[config.mk]
export PLATFORM = sky130hd
export DESIGN_NAME = pbcpf_top
export DESIGN_NICKNAME = d
export VERILOG_FILES = /design/src/hdl/pbcpf_pkg.sv /design/src/hdl/pbcpf_pin_cell.sv /design/src/hdl/pbcpf_top.sv
export SDC_FILE = /design/constraint.sdc
export NUM_CORES = 1
export LEC_CHECK = 0
export ABC_AREA = 1
export BUFFER_PORTS_ARGS = -buffer_cell sky130_fd_sc_hd__buf_2
export CAP_MARGIN = 20
export CORE_MARGIN = 3
export CORE_UTILIZATION = 45
export CTS_CLUSTER_SIZE = 24
export DETAILED_ROUTE_END_ITERATION = 10
export GPL_TIMING_DRIVEN = 0
export PLACE_DENSITY = 0.75
export SLEW_MARGIN = 0
export SYNTH_ARGS = -nofsm -noshare
export SYNTH_HDL_FRONTEND = slang
export SYNTH_SLANG_ARGS = --single-unit
[constraint.sdc]
create_clock -name hclk -period 1.8 [get_ports hclk]
set_clock_uncertainty 0.15 [all_clocks]
set_input_delay 0.09 -clock hclk [delete_from_list [all_inputs] [get_ports hclk]]
set_output_delay 0.09 -clock hclk [all_outputs]
set_load 0.02 [all_outputs]
[src/hdl/pbcpf_pkg.sv]
// Purpose: Shared constants and types for the port B/C pin function block
// Assumes: AHB-Lite slave, 32-bit data, registers in the low 16 bits
// Notes: Register offsets are byte addresses within the slave window
package pbcpf_pkg;

  localparam int unsigned REG_W = 16;
  localparam int unsigned PB_PINS = 7;
  localparam int unsigned PC_PINS = 16;
  localparam int unsigned ADDR_W = 19;
  localparam int unsigned IRQ_N = 5;
  localparam int unsigned POE_N = 4;
  localparam int unsigned IDX_W = 8;

  // Register byte offsets
  localparam logic [7:0] OFS_PB_SEL = 8'h00;
  localparam logic [7:0] OFS_PC_DIR = 8'h04;
  localparam logic [7:0] OFS_PC_SEL = 8'h08;

  localparam logic [15:0] REG_RST = 16'h0000;
  // Writable port B bits: 13:4, 2 and 0
  localparam logic [15:0] PB_SEL_MASK = 16'h3FF5;

  // Port B field positions
  localparam int unsigned PB0_BIT = 0;
  localparam int unsigned PB1_BIT = 2;
  localparam int unsigned PB2_LSB = 4;
  localparam int unsigned PB_FLD_W = 2;
  localparam int unsigned PB_FLD_BASE_PIN = 2;
  localparam int unsigned PB_FLD_N = 5;
  localparam int unsigned PB_READ_WRITE_STROBE_FLD = 3;
  localparam int unsigned PB_A18_FLD = 4;
  localparam int unsigned ABIT_PB0 = 16;
  localparam int unsigned ABIT_PB1 = 17;
  localparam int unsigned ABIT_PB6 = 18;

  typedef enum logic [1:0] {
    FLD_GPIO = 2'b00,
    FLD_IRQ = 2'b01,
    FLD_ALT = 2'b10,
    FLD_STROBE = 2'b11
  } pbcpf_fld_t;

  typedef enum logic {
    BUS_IDLE = 1'b0,
    BUS_DATA = 1'b1
  } pbcpf_bus_t;

  localparam logic [1:0] HTRANS_NONSEQ = 2'h2;
  localparam logic HRESP_OKAY = 1'h0;

  // Core-side strobes, ordered by port B field index
  typedef struct packed {
    logic bus_grant_ack;
    logic read_write_strobe;
    logic upper_column_strobe;
    logic lower_column_strobe;
    logic row_strobe;
  } pbcpf_strobe_t;

  typedef struct packed {
    logic [PB_PINS-1:0] pb_out;
    logic [PB_PINS-1:0] pb_oe_n;
    logic [PC_PINS-1:0] pc_out;
    logic [PC_PINS-1:0] pc_oe_n;
  } pbcpf_pin_t;

  typedef struct packed {
    pbcpf_bus_t bus;
    logic wr;
    logic [IDX_W-1:0] idx;
    logic [REG_W-1:0] pb_sel;
    logic [REG_W-1:0] pc_dir;
    logic [REG_W-1:0] pc_sel;
    pbcpf_pin_t pins;
    logic [IRQ_N-1:0] irq;
    logic [POE_N-1:0] poe;
  } pbcpf_state_t;

  localparam pbcpf_state_t STATE_RST = '{
    bus: BUS_IDLE, wr: 1'h0, idx: 8'h00,
    pb_sel: REG_RST, pc_dir: REG_RST, pc_sel: REG_RST,
    pins: '{pb_out: 7'h00, pb_oe_n: 7'h7F, pc_out: 16'h0000, pc_oe_n: 16'hFFFF},
    irq: 5'h1F, poe: 4'hF};

endpackage

[src/hdl/pbcpf_pin_cell.sv]
// Purpose: One pin shared between general I/O and an address output
// Assumes: Mode inputs are mutually exclusive levels
// Notes: Purely combinational; the caller registers the result
`timescale 1ns/1ps
module pbcpf_pin_cell (
  // Selection and mode
  input wire logic sel,
  input wire logic single_chip_mode,
  input wire logic rom_invalid_mode,
  // General I/O side
  input wire logic dir,
  input wire logic gpio_out,
  // Address side
  input wire logic addr_bit,
  // Pin drive
  output logic pin_out,
  output logic pin_oe_n
);

  logic gpio;

  always_comb
  begin
    gpio = sel ? single_chip_mode : !rom_invalid_mode;
    pin_out = gpio ? gpio_out : addr_bit;
    pin_oe_n = gpio ? !dir : 1'h0;
  end

endmodule

[src/hdl/pbcpf_top.sv]
// Purpose: Port B (pins 6..0) and port C pin function and direction control
// Assumes: hresetn is the external power-on reset; other resets do not reach here
// Notes: Register changes reach the pins one clock after the write data phase
// Contract
// - Port B pin 6 field picks I/O, interrupt four, address 18 or grant ack; last two are I/O in single-chip mode.
// - Port B pin 5 field picks I/O, interrupt three, disable request three or read/write strobe.
// - Port B pin 4 field picks I/O, interrupt two, disable request two or upper column strobe, strobe is I/O in single-chip mode.
// - Port B pin 3 field picks I/O, interrupt one, disable request one or lower column strobe, strobe is I/O in single-chip mode.
// - Port B pin 2 field picks I/O, interrupt zero, disable request zero or row strobe, strobe is I/O in single-chip mode.
// - Port B select bits 3 and 1 always read zero and software writes them as zero.
// - Port B bit 2 gives I/O or address 17, with address 17 when ROM is invalid and I/O in single-chip mode.
// - Port B bit 0 gives I/O or address 16, with address 16 when ROM is invalid and I/O in single-chip mode.
// - The port C direction register holds one bit per pin, 1 for output and 0 for input.
// - A port C direction bit only acts while its pin is general I/O.
// - The port C direction register clears only on power-on reset and holds through all else.
// - The port C select register holds 16 read/write bits that the mode may override.
// - The port C select register clears only on power-on reset and holds through all else.
// - Port C select bit n gives I/O or address n, with address n when ROM is invalid and I/O in single-chip mode.
//
// The register addresses and the AHB-Lite slave port were chosen for this implementation.
`timescale 1ns/1ps
module pbcpf_top (
  // Clock and power-on reset
  input wire logic hclk,
  input wire logic hresetn,
  // AHB-Lite slave
  input wire logic hsel,
  input wire logic [31:0] haddr,
  input wire logic [1:0] htrans,
  input wire logic hwrite,
  input wire logic [2:0] hsize,
  input wire logic [31:0] hwdata,
  input wire logic hready,
  output logic hreadyout,
  output logic hresp,
  output logic [31:0] hrdata,
  // Operating mode
  input wire logic single_chip_mode,
  input wire logic rom_invalid_mode,
  // Core side sources
  input wire logic [pbcpf_pkg::ADDR_W-1:0] address_bus,
  input wire pbcpf_pkg::pbcpf_strobe_t strobes,
  input wire logic [pbcpf_pkg::PB_PINS-1:0] portb_gpio_out,
  input wire logic [pbcpf_pkg::PB_PINS-1:0] portb_gpio_dir,
  input wire logic [pbcpf_pkg::PC_PINS-1:0] portc_gpio_out,
  // Pins
  input wire logic [pbcpf_pkg::PB_PINS-1:0] portb_pin_in,
  output pbcpf_pkg::pbcpf_pin_t pins,
  // Routed pin inputs, idle high when not selected
  output logic [pbcpf_pkg::IRQ_N-1:0] interrupt_lines,
  output logic [pbcpf_pkg::POE_N-1:0] output_disable_requests
);

  pbcpf_pkg::pbcpf_state_t st_ff;
  pbcpf_pkg::pbcpf_state_t nxt_st;
  logic [pbcpf_pkg::PC_PINS-1:0] pc_out;
  logic [pbcpf_pkg::PC_PINS-1:0] pc_oe_n;
  logic [1:0] pbl_out;
  logic [1:0] pbl_oe_n;
  logic [1:0] pbl_sel;
  logic [1:0] pbl_addr;
  logic [pbcpf_pkg::PB_FLD_N-1:0][1:0] fld;
  logic [pbcpf_pkg::REG_W-1:0] rd_val;

  assign pbl_sel = {st_ff.pb_sel[pbcpf_pkg::PB1_BIT], st_ff.pb_sel[pbcpf_pkg::PB0_BIT]};
  assign pbl_addr = {address_bus[pbcpf_pkg::ABIT_PB1], address_bus[pbcpf_pkg::ABIT_PB0]};

  // Port C pins, one cell each
  for (genvar n = 0; n < pbcpf_pkg::PC_PINS; n++)
  begin : g_pc
    pbcpf_pin_cell u_cell (
      .sel(st_ff.pc_sel[n]),
      .single_chip_mode(single_chip_mode),
      .rom_invalid_mode(rom_invalid_mode),
      .dir(st_ff.pc_dir[n]),
      .gpio_out(portc_gpio_out[n]),
      .addr_bit(address_bus[n]),
      .pin_out(pc_out[n]),
      .pin_oe_n(pc_oe_n[n])
    );
  end

  // Port B pins 1 and 0 behave like port C pins
  for (genvar n = 0; n < 2; n++)
  begin : g_pbl
    pbcpf_pin_cell u_cell (
      .sel(pbl_sel[n]),
      .single_chip_mode(single_chip_mode),
      .rom_invalid_mode(rom_invalid_mode),
      .dir(portb_gpio_dir[n]),
      .gpio_out(portb_gpio_out[n]),
      .addr_bit(pbl_addr[n]),
      .pin_out(pbl_out[n]),
      .pin_oe_n(pbl_oe_n[n])
    );
  end

  always_comb
  begin
    logic [pbcpf_pkg::PB_FLD_N-1:0] alt_out;
    logic fallback;
    int unsigned p;
    alt_out = strobes;
    fallback = 1'h0;
    p = 0;
    nxt_st = st_ff;
    // Write data phase
    if (st_ff.bus == pbcpf_pkg::BUS_DATA && st_ff.wr)
    begin
      case (st_ff.idx)
        pbcpf_pkg::OFS_PB_SEL: nxt_st.pb_sel = hwdata[15:0] & pbcpf_pkg::PB_SEL_MASK;
        pbcpf_pkg::OFS_PC_DIR: nxt_st.pc_dir = hwdata[15:0];
        pbcpf_pkg::OFS_PC_SEL: nxt_st.pc_sel = hwdata[15:0];
        default: nxt_st.pc_sel = st_ff.pc_sel;
      endcase
    end
    // Address phase
    if (hsel && hready && htrans == pbcpf_pkg::HTRANS_NONSEQ)
    begin
      nxt_st.bus = pbcpf_pkg::BUS_DATA;
      nxt_st.wr = hwrite;
      nxt_st.idx = haddr[pbcpf_pkg::IDX_W-1:0];
    end
    else
    begin
      nxt_st.bus = pbcpf_pkg::BUS_IDLE;
      nxt_st.wr = 1'h0;
    end
    // Port C and port B low pins
    nxt_st.pins.pc_out = pc_out;
    nxt_st.pins.pc_oe_n = pc_oe_n;
    nxt_st.pins.pb_out[1:0] = pbl_out;
    nxt_st.pins.pb_oe_n[1:0] = pbl_oe_n;
    nxt_st.irq = '1;
    nxt_st.poe = '1;
    // Port B pins 6..2, two-bit fields
    for (int k = 0; k < pbcpf_pkg::PB_FLD_N; k++)
    begin
      p = pbcpf_pkg::PB_FLD_BASE_PIN + k;
      fallback = single_chip_mode && ((fld[k] == pbcpf_pkg::FLD_STROBE
        && k != pbcpf_pkg::PB_READ_WRITE_STROBE_FLD) || (fld[k] == pbcpf_pkg::FLD_ALT
        && k == pbcpf_pkg::PB_A18_FLD));
      nxt_st.pins.pb_out[p] = portb_gpio_out[p];
      nxt_st.pins.pb_oe_n[p] = !portb_gpio_dir[p];
      if (!fallback)
      begin
        case (fld[k])
          pbcpf_pkg::FLD_IRQ:
          begin
            nxt_st.pins.pb_oe_n[p] = 1'h1;
            nxt_st.irq[k] = portb_pin_in[p];
          end
          pbcpf_pkg::FLD_ALT:
          begin
            if (k == pbcpf_pkg::PB_A18_FLD)
            begin
              nxt_st.pins.pb_out[p] = address_bus[pbcpf_pkg::ABIT_PB6];
              nxt_st.pins.pb_oe_n[p] = 1'h0;
            end
            else
            begin
              nxt_st.pins.pb_oe_n[p] = 1'h1;
              nxt_st.poe[k] = portb_pin_in[p];
            end
          end
          pbcpf_pkg::FLD_STROBE:
          begin
            nxt_st.pins.pb_out[p] = alt_out[k];
            nxt_st.pins.pb_oe_n[p] = 1'h0;
          end
          default: nxt_st.pins.pb_out[p] = portb_gpio_out[p];
        endcase
      end
    end
  end

  always_comb
  begin
    for (int k = 0; k < pbcpf_pkg::PB_FLD_N; k++)
    begin
      fld[k] = st_ff.pb_sel[pbcpf_pkg::PB2_LSB + pbcpf_pkg::PB_FLD_W * k +: 2];
    end
  end

  // Read data from stored settings, never pin levels
  always_comb
  begin
    rd_val = pbcpf_pkg::REG_RST;
    if (st_ff.bus == pbcpf_pkg::BUS_DATA && !st_ff.wr)
    begin
      case (st_ff.idx)
        pbcpf_pkg::OFS_PB_SEL: rd_val = st_ff.pb_sel & pbcpf_pkg::PB_SEL_MASK;
        pbcpf_pkg::OFS_PC_DIR: rd_val = st_ff.pc_dir;
        pbcpf_pkg::OFS_PC_SEL: rd_val = st_ff.pc_sel;
        default: rd_val = pbcpf_pkg::REG_RST;
      endcase
    end
  end

  // Only hresetn clears the registers
  always_ff @(posedge hclk or negedge hresetn)
  begin
    if (!hresetn)
    begin
      st_ff <= pbcpf_pkg::STATE_RST;
    end
    else
    begin
      st_ff <= nxt_st;
    end
  end

  assign hrdata = {16'h0000, rd_val};
  assign hreadyout = 1'h1;
  assign hresp = pbcpf_pkg::HRESP_OKAY;
  assign pins = st_ff.pins;
  assign interrupt_lines = st_ff.irq;
  assign output_disable_requests = st_ff.poe;

  logic wr_dp;
  assign wr_dp = st_ff.bus == pbcpf_pkg::BUS_DATA && st_ff.wr;
endmodule

==> reports/qor.yml, run 1 <==
setup_slack_ns: -0.2375
wl_met1_mm: 6.214
fin_crit_ns: 2.038
synth_top_flop_cell: "dfrtp_1"
dieHeight_um: 117.5
cts_buffers: 9
cts_sinks: 109
regArea_um2: 2768
avgSynthCellArea_um2: 8.851
ant_nets: 0
p_leak_uw: 0.004393
dp_hpwl_mm: 9.539
htree_levels: 3
async_reset_ff_share_pct: 100.0
slowest_stage: "dfrtp_1"
violations: "hold timing, setup timing"
slew_headroom_pct: 50.41
worstPathRequired_ns: 1.56
drc: 0
worst_hold_slack_ns: -0.02139
place.gp.congestion: 0.8024
fin_total_pwr_uw: 5648
multi_input_area_um2: 1999
drive_gt1_share_pct: 41.60
final_util_pct: 68.28
netlist_instances: 632
highest_layer: "met4"
wire_per_inst_um: 13.97
grt_max_degree: 58
rsz0062_at_grt: "yes"
initial_core_util_pct: 46.38
yosysTopAreaCellShare_pct: 34.44
cp-start-kind: "register"
finalHoldViolCount: 1
post-route-period-util_pct: 113.2
cp_cell_sequence: "inv_2, nand2_4, nor2_4, buf_8, nand2_8, nor2_2, nor2_2, nor2_2, buf_6"
drv_slew: 0
synth_common_cells: "nand2_1 (115), buf_4 (78), dfrtp_1 (77)"
yosysWarnings: 0
nFillCells: 980
end_kind: "primary output"
routed-wl-met3_um: 991
track_usage_pct: 22.38
synth-edff-count: 0
drv_cap: 0
ys_seq_elements: 109
cp_num_buf_inv: 3
setup-violations-final: 16
postLayoutCellArea_um2: 8235
vias: 4992
ir_drop_mv: 0.5952
root_buffer: "clkbuf_16"
dp_cells: 977
die-area_um2: 13810
cts_tree: "yes"
antenna_cells: 0
grt_pass1_vias: 5073
die_x_um: 117.5
clkTransAtPathRegs_ns: 0.07
io_pins: 226
antenna_found_initial: 0
dpl_cell_area_um2: 6695
status: "finished with violations"
route.met2.wl_mm: 8.031
ys_seq_area_share_pct: 49.47
path_common_cell: "nor2_2"
crit_fanout: 7
synth_top_area_cell: "dfrtp_1"
yosysMostFrequentCell: "nand2_1"
vias_per_cell: 4.526
clockBufferDepth: 2
cpLargestDelayFamily: "simple AND/OR/NAND/NOR gates"
crit_type: "reg -> out"
powerDensity_nw_per_um2: 685.8
area_growth_pct: 47.22
hp-class: "in -> reg"
max_stage_delay_ns: 0.42
clk_latency_ns: 0.35
tightest_slew_ns: 0.7438
ys_top_cells_by_area: "dfrtp_1 (34%), dfstp_2 (15%), buf_4 (10%), nand2_1 (7.7%), inv_1 (4.4%)"
wl_mm: 15.41
crit_arrival_ns: 1.80
core_um2: 12060
dr.pass1.iters: 4
synth_cell_types: 28
grt_pass1_wl_mm: 24.96
gr-total-overflow: 0
nets: 1083
drt_first_iter_violations: 241
port_buffers: 160
syn_area_um2: 5594
rows: 40
fin_cells: 1103
max_freq_ghz: 0.4908
==> final timing paths <==
| kind | startpoint | to | slack, ns | cells past startpoint |
|---|---|---|---|---|
| worst min register to register | st_ff[78]$_DFFE_PN0P_ | pins[7]$_DFF_PN1_ | 0.27 | 1 |
| min in group asynchronous | hresetn | pins[43]$_DFF_PN0_ | 0.21 | 2 |
| max in group asynchronous | hresetn | pins[13]$_DFF_PN1_ | 0.51 | 3 |
| worst min-delay path | single_chip_mode | pins[38]$_DFF_PN1_ | -0.02 | 3 |
| worst max-delay path | st_ff[104]$_DFFE_PN0P_ | hrdata[10] | -0.24 | 9 |
| worst max register to register | st_ff[60]$_DFFE_PN0P_ | pins[21]$_DFF_PN0_ | 0.09 | 5 |
==> layout by cell type, fill, tap and decap left out, drive strengths merged, types with 6 or more instances in the layout <==
master	netlist	layout
a21oi	19	19
buf	93	270
clkbuf	0	13
conb	2	18
dfrtp	77	77
dfstp	32	32
dlygate4sd3	0	93
ha	16	16
inv	74	75
mux2	6	6
nand2	120	120
nand3	28	28
nor2	83	83
o21ai	74	74
==> kinds of logic after synthesis <==
family / share of synthesized area (%)
simple gates: 18.21
buf+inv: 17.27
flops: 49.47
compound gates: 9.595
fa+ha+maj: 3.579
mux: 1.745
other cells: 0.1342
==> through the flow <==
step           worst slack, ns  TNS [ns]
5_1_grt                -0.3049    -4.172
4_1_cts                -0.2116    -2.818
3_5_place_dp           0.03082         0
3_3_place_gp           -0.7817    -65.37
2_1_floorplan           0.2345         0
6_report               -0.2375    -2.773
==> tightest hold or removal path, cell delays in order <==
cell and delay [ns]:
buf_2 0.16, nor2_2 0.16, a21oi_1 0.05
==> registers in the layout, summed over array words and instances, names as in the netlist <==
| register | count |
|---|---|
| fld | 10 |
| interrupt_lines | 5 |
| output_disable_requests | 4 |
| pbl_sel | 2 |
| pins | 46 |
| st_ff | 42 |
==> final cells by class <==
class                           count  area share [%]
Sequential cell                   109           33.61
Multi-Input combinational cell    371           24.28
Timing Repair Buffer              271           23.99
Buffer                             93           8.599
Inverter                           75           3.479
Clock buffer                       12           3.115
Tap cell                          168           2.552
Clock inverter                      4          0.3798
==> what timing repair did <==
item                                   CTS  global route
hold buffers                            93             0
resized for setup                       37            22
pin swaps                               11            18
setup endpoints to repair               16            24
buffers inserted                        10             4
gates cloned                             3             0
endpoints found under the hold margin  135             0
==> power by group <==
part,internal [uW],switching [uW],total (uW)
logic,551,572,1120
registers,2540,50.6,2590
clock network,1020,909,1930
total,4120,1530,5650
==> routing by layer <==
metal	track usage [%]	up-vias
li1	-	2470
met1	28.22	2352
met2	39.81	158
met3	4.565	12
met4	5.055	0
met5	0	-
Note: power is estimated with default switching activity, not from simulation.
==> inputs of run 2 (changes only) <==
==> constraint.sdc (replaced) <==
create_clock -name hclk -period 2.45 [get_ports hclk]
set_clock_uncertainty 0.15 [all_clocks]
set_input_delay 0.1225 -clock hclk [delete_from_list [all_inputs] [get_ports hclk]]
set_output_delay 0.1225 -clock hclk [all_outputs]
set_load 0.02 [all_outputs]
==> reports/qor.yml, run 2 (same netlist as run 1, synthesis figures left out) <==
status: "finished clean"
p_sw_uw: 1074  # -30%
powerDensity_nw_per_um2: 509.4  # -26%
nFillCells: 1036  # +5.7%
antenna_cells: 0  # unchanged
setup_slack_ns: 0.2852  # +0.5227 ns
max_freq_ghz: 0.4619
io_pins: 226  # unchanged
rows: 40  # unchanged
rsz0062_at_grt: "no"
wl_mm: 14.79  # -4.0%
ctsResizeCount: 0  # -100%
drv_cap: 0  # unchanged
cts_tree: "yes"
drt_first_iter_violations: 240  # -0.41%
place.gp.congestion: 0.8024  # unchanged
cp-start-kind: "register"
layout_commonest_cell: "buf_2"
finalHoldViolCount: 0  # -1
dp_cells: 977  # unchanged
post-cts-setup-buffer-count: 0  # -10
postCtsHoldBufs: 92  # -1.1%
drv_slew: 0  # unchanged
grt_pass1_wl_mm: 24.21  # -3.0%
p_seq_share_pct: 47.2  # +1.3 points
core_um2: 12060  # unchanged
track_usage_pct: 21.71  # -0.68 points
root_buffer: "clkbuf_16"
nets: 1065  # -1.7%
fin_crit_ns: 2.165
area_growth_pct: 41.29
final_cell_mix: "buf_2 (171), nand2_1 (115), dlygate4sd3_1 (92)"
end_kind: "primary output"
clockBufferDepth: 2  # unchanged
drc: 0  # unchanged
vias: 4815  # -3.5%
dp_slack_ns: 0.6483  # +0.6175 ns
ant_nets: 0  # unchanged
cts_sinks: 109  # unchanged
cts_buffers: 9  # unchanged
setup-violations-final: 0  # -16
initial_core_util_pct: 46.38  # unchanged
dp_hpwl_mm: 9.539  # unchanged
clk_latency_ns: 0.34  # about the same
grt_max_degree: 58  # unchanged
drive_gt1_share_pct: 38.82  # -2.8 points
crit_type: "reg -> out"
clkTransAtPathRegs_ns: 0.07  # about the same
antenna_found_initial: 0  # unchanged
tightest_slew_ns: 0.7474  # +0.003584 ns
p_sw_share_pct: 26.67  # -0.44 points
largest_reg_flops: 46  # unchanged
ir_drop_mv: 0.4287  # -28%
wire_per_inst_um: 13.63  # -2.4%
hp-class: "in -> reg"
post-route-period-util_pct: 88.36
final_util_pct: 65.53  # -2.7 points
crit_fanout: 10  # +3
htree_levels: 3  # unchanged
port_buffers: 160  # unchanged
die_x_um: 117.5  # unchanged
dieHeight_um: 117.5  # unchanged
vias_per_cell: 4.438  # -1.9%
crit_arrival_ns: 1.89  # +0.09 ns
grt_pass1_vias: 4914  # -3.1%
dr.pass1.iters: 4  # unchanged
fin_cells: 1085  # -1.6%
gr-total-overflow: 0  # unchanged
die-area_um2: 13810  # unchanged
p_leak_uw: 0.004289  # -2.4%
internal_power_uw: 2952  # -28%
p_comb_share_pct: 17.7  # -2.2 points
clkPwrFrac_pct: 35.1  # +0.9 points
worstPathRequired_ns: 2.18  # +0.62 ns
slew_headroom_pct: 50.17  # -0.24 points
-- run 2: stage by stage --
stage | power [uW] | setup TNS (ns) | hold WS (ns) | cell area (um^2)
2_1_floorplan | 2306 | 0 | -0.3231 | 5654
3_3_place_gp | 2501 | -12.04 | 0.08923 | 6665
3_5_place_dp | 2517 | 0 | 0.08386 | 6695
4_1_cts | 4054 | 0 | 0.01044 | 7904
5_1_grt | 4215 | 0 | 0.02829 | 7904
6_report | 4026 | 0 | 0.02114 | 7904
-- run 2: power groups by stage --
stage / sequential, uW / combinational [uW] / clock (uW)
5_1_grt: 1910 / 788 / 1520
4_1_cts: 1900 / 706 / 1450
3_3_place_gp: 1930 / 571 / 0
6_report: 1900 / 714 / 1410
3_5_place_dp: 1930 / 584 / 0
2_1_floorplan: 1930 / 379 / 0
-- run 2: layout make-up --
cell class                 count  area [um^2]  area share (%)
tap                          168        210.2           2.659
sequential                   109         2768           35.02
timing repair buffer         253         1752           22.16
clock inverter                 4        31.28          0.3958
multi-input combinational    371         1921           24.30
inverter                      75        286.5           3.625
buffer                        93        679.4           8.596
clock buffer                  12        256.5           3.245
-- run 2: path summary, 6_finish.rpt --
kind                                         from                   end  slack, ns  cells after the start
min in group asynchronous                 hresetn    pins[43]$_DFF_PN0_       0.25                      2
setup reg to reg            st_ff[64]$_DFFE_PN0P_    pins[25]$_DFF_PN0_       0.46                      4
max in group asynchronous                 hresetn    pins[13]$_DFF_PN1_       1.13                      3
setup / recovery           st_ff[107]$_DFFE_PN0P_            hrdata[11]       0.29                      7
hold / removal                          htrans[0]  st_ff[112]$_DFF_PN0_       0.02                      3
hold reg to reg             st_ff[74]$_DFFE_PN0P_     pins[3]$_DFF_PN1_       0.27                      1
-- run 2: routing by layer --
layer / GRT usage [%] / up-vias / share of wire [%]
met5: 0 / - / 0
met4: 4.615 / 0 / 0.73
met3: 4.469 / 10 / 5.5
met2: 38.08 / 131 / 52
met1: 27.92 / 2239 / 42
li1: - / 2435 / -
-- run 2: worst max-delay path, stage by stage (launching register included) --
cell	delay [ns]
dfrtp_1	0.38
nor2_1	0.14
nand2_2	0.12
clkinv_4	0.11
o2111ai_4	0.21
buf_4	0.28
nor2_2	0.13
buf_2	0.18
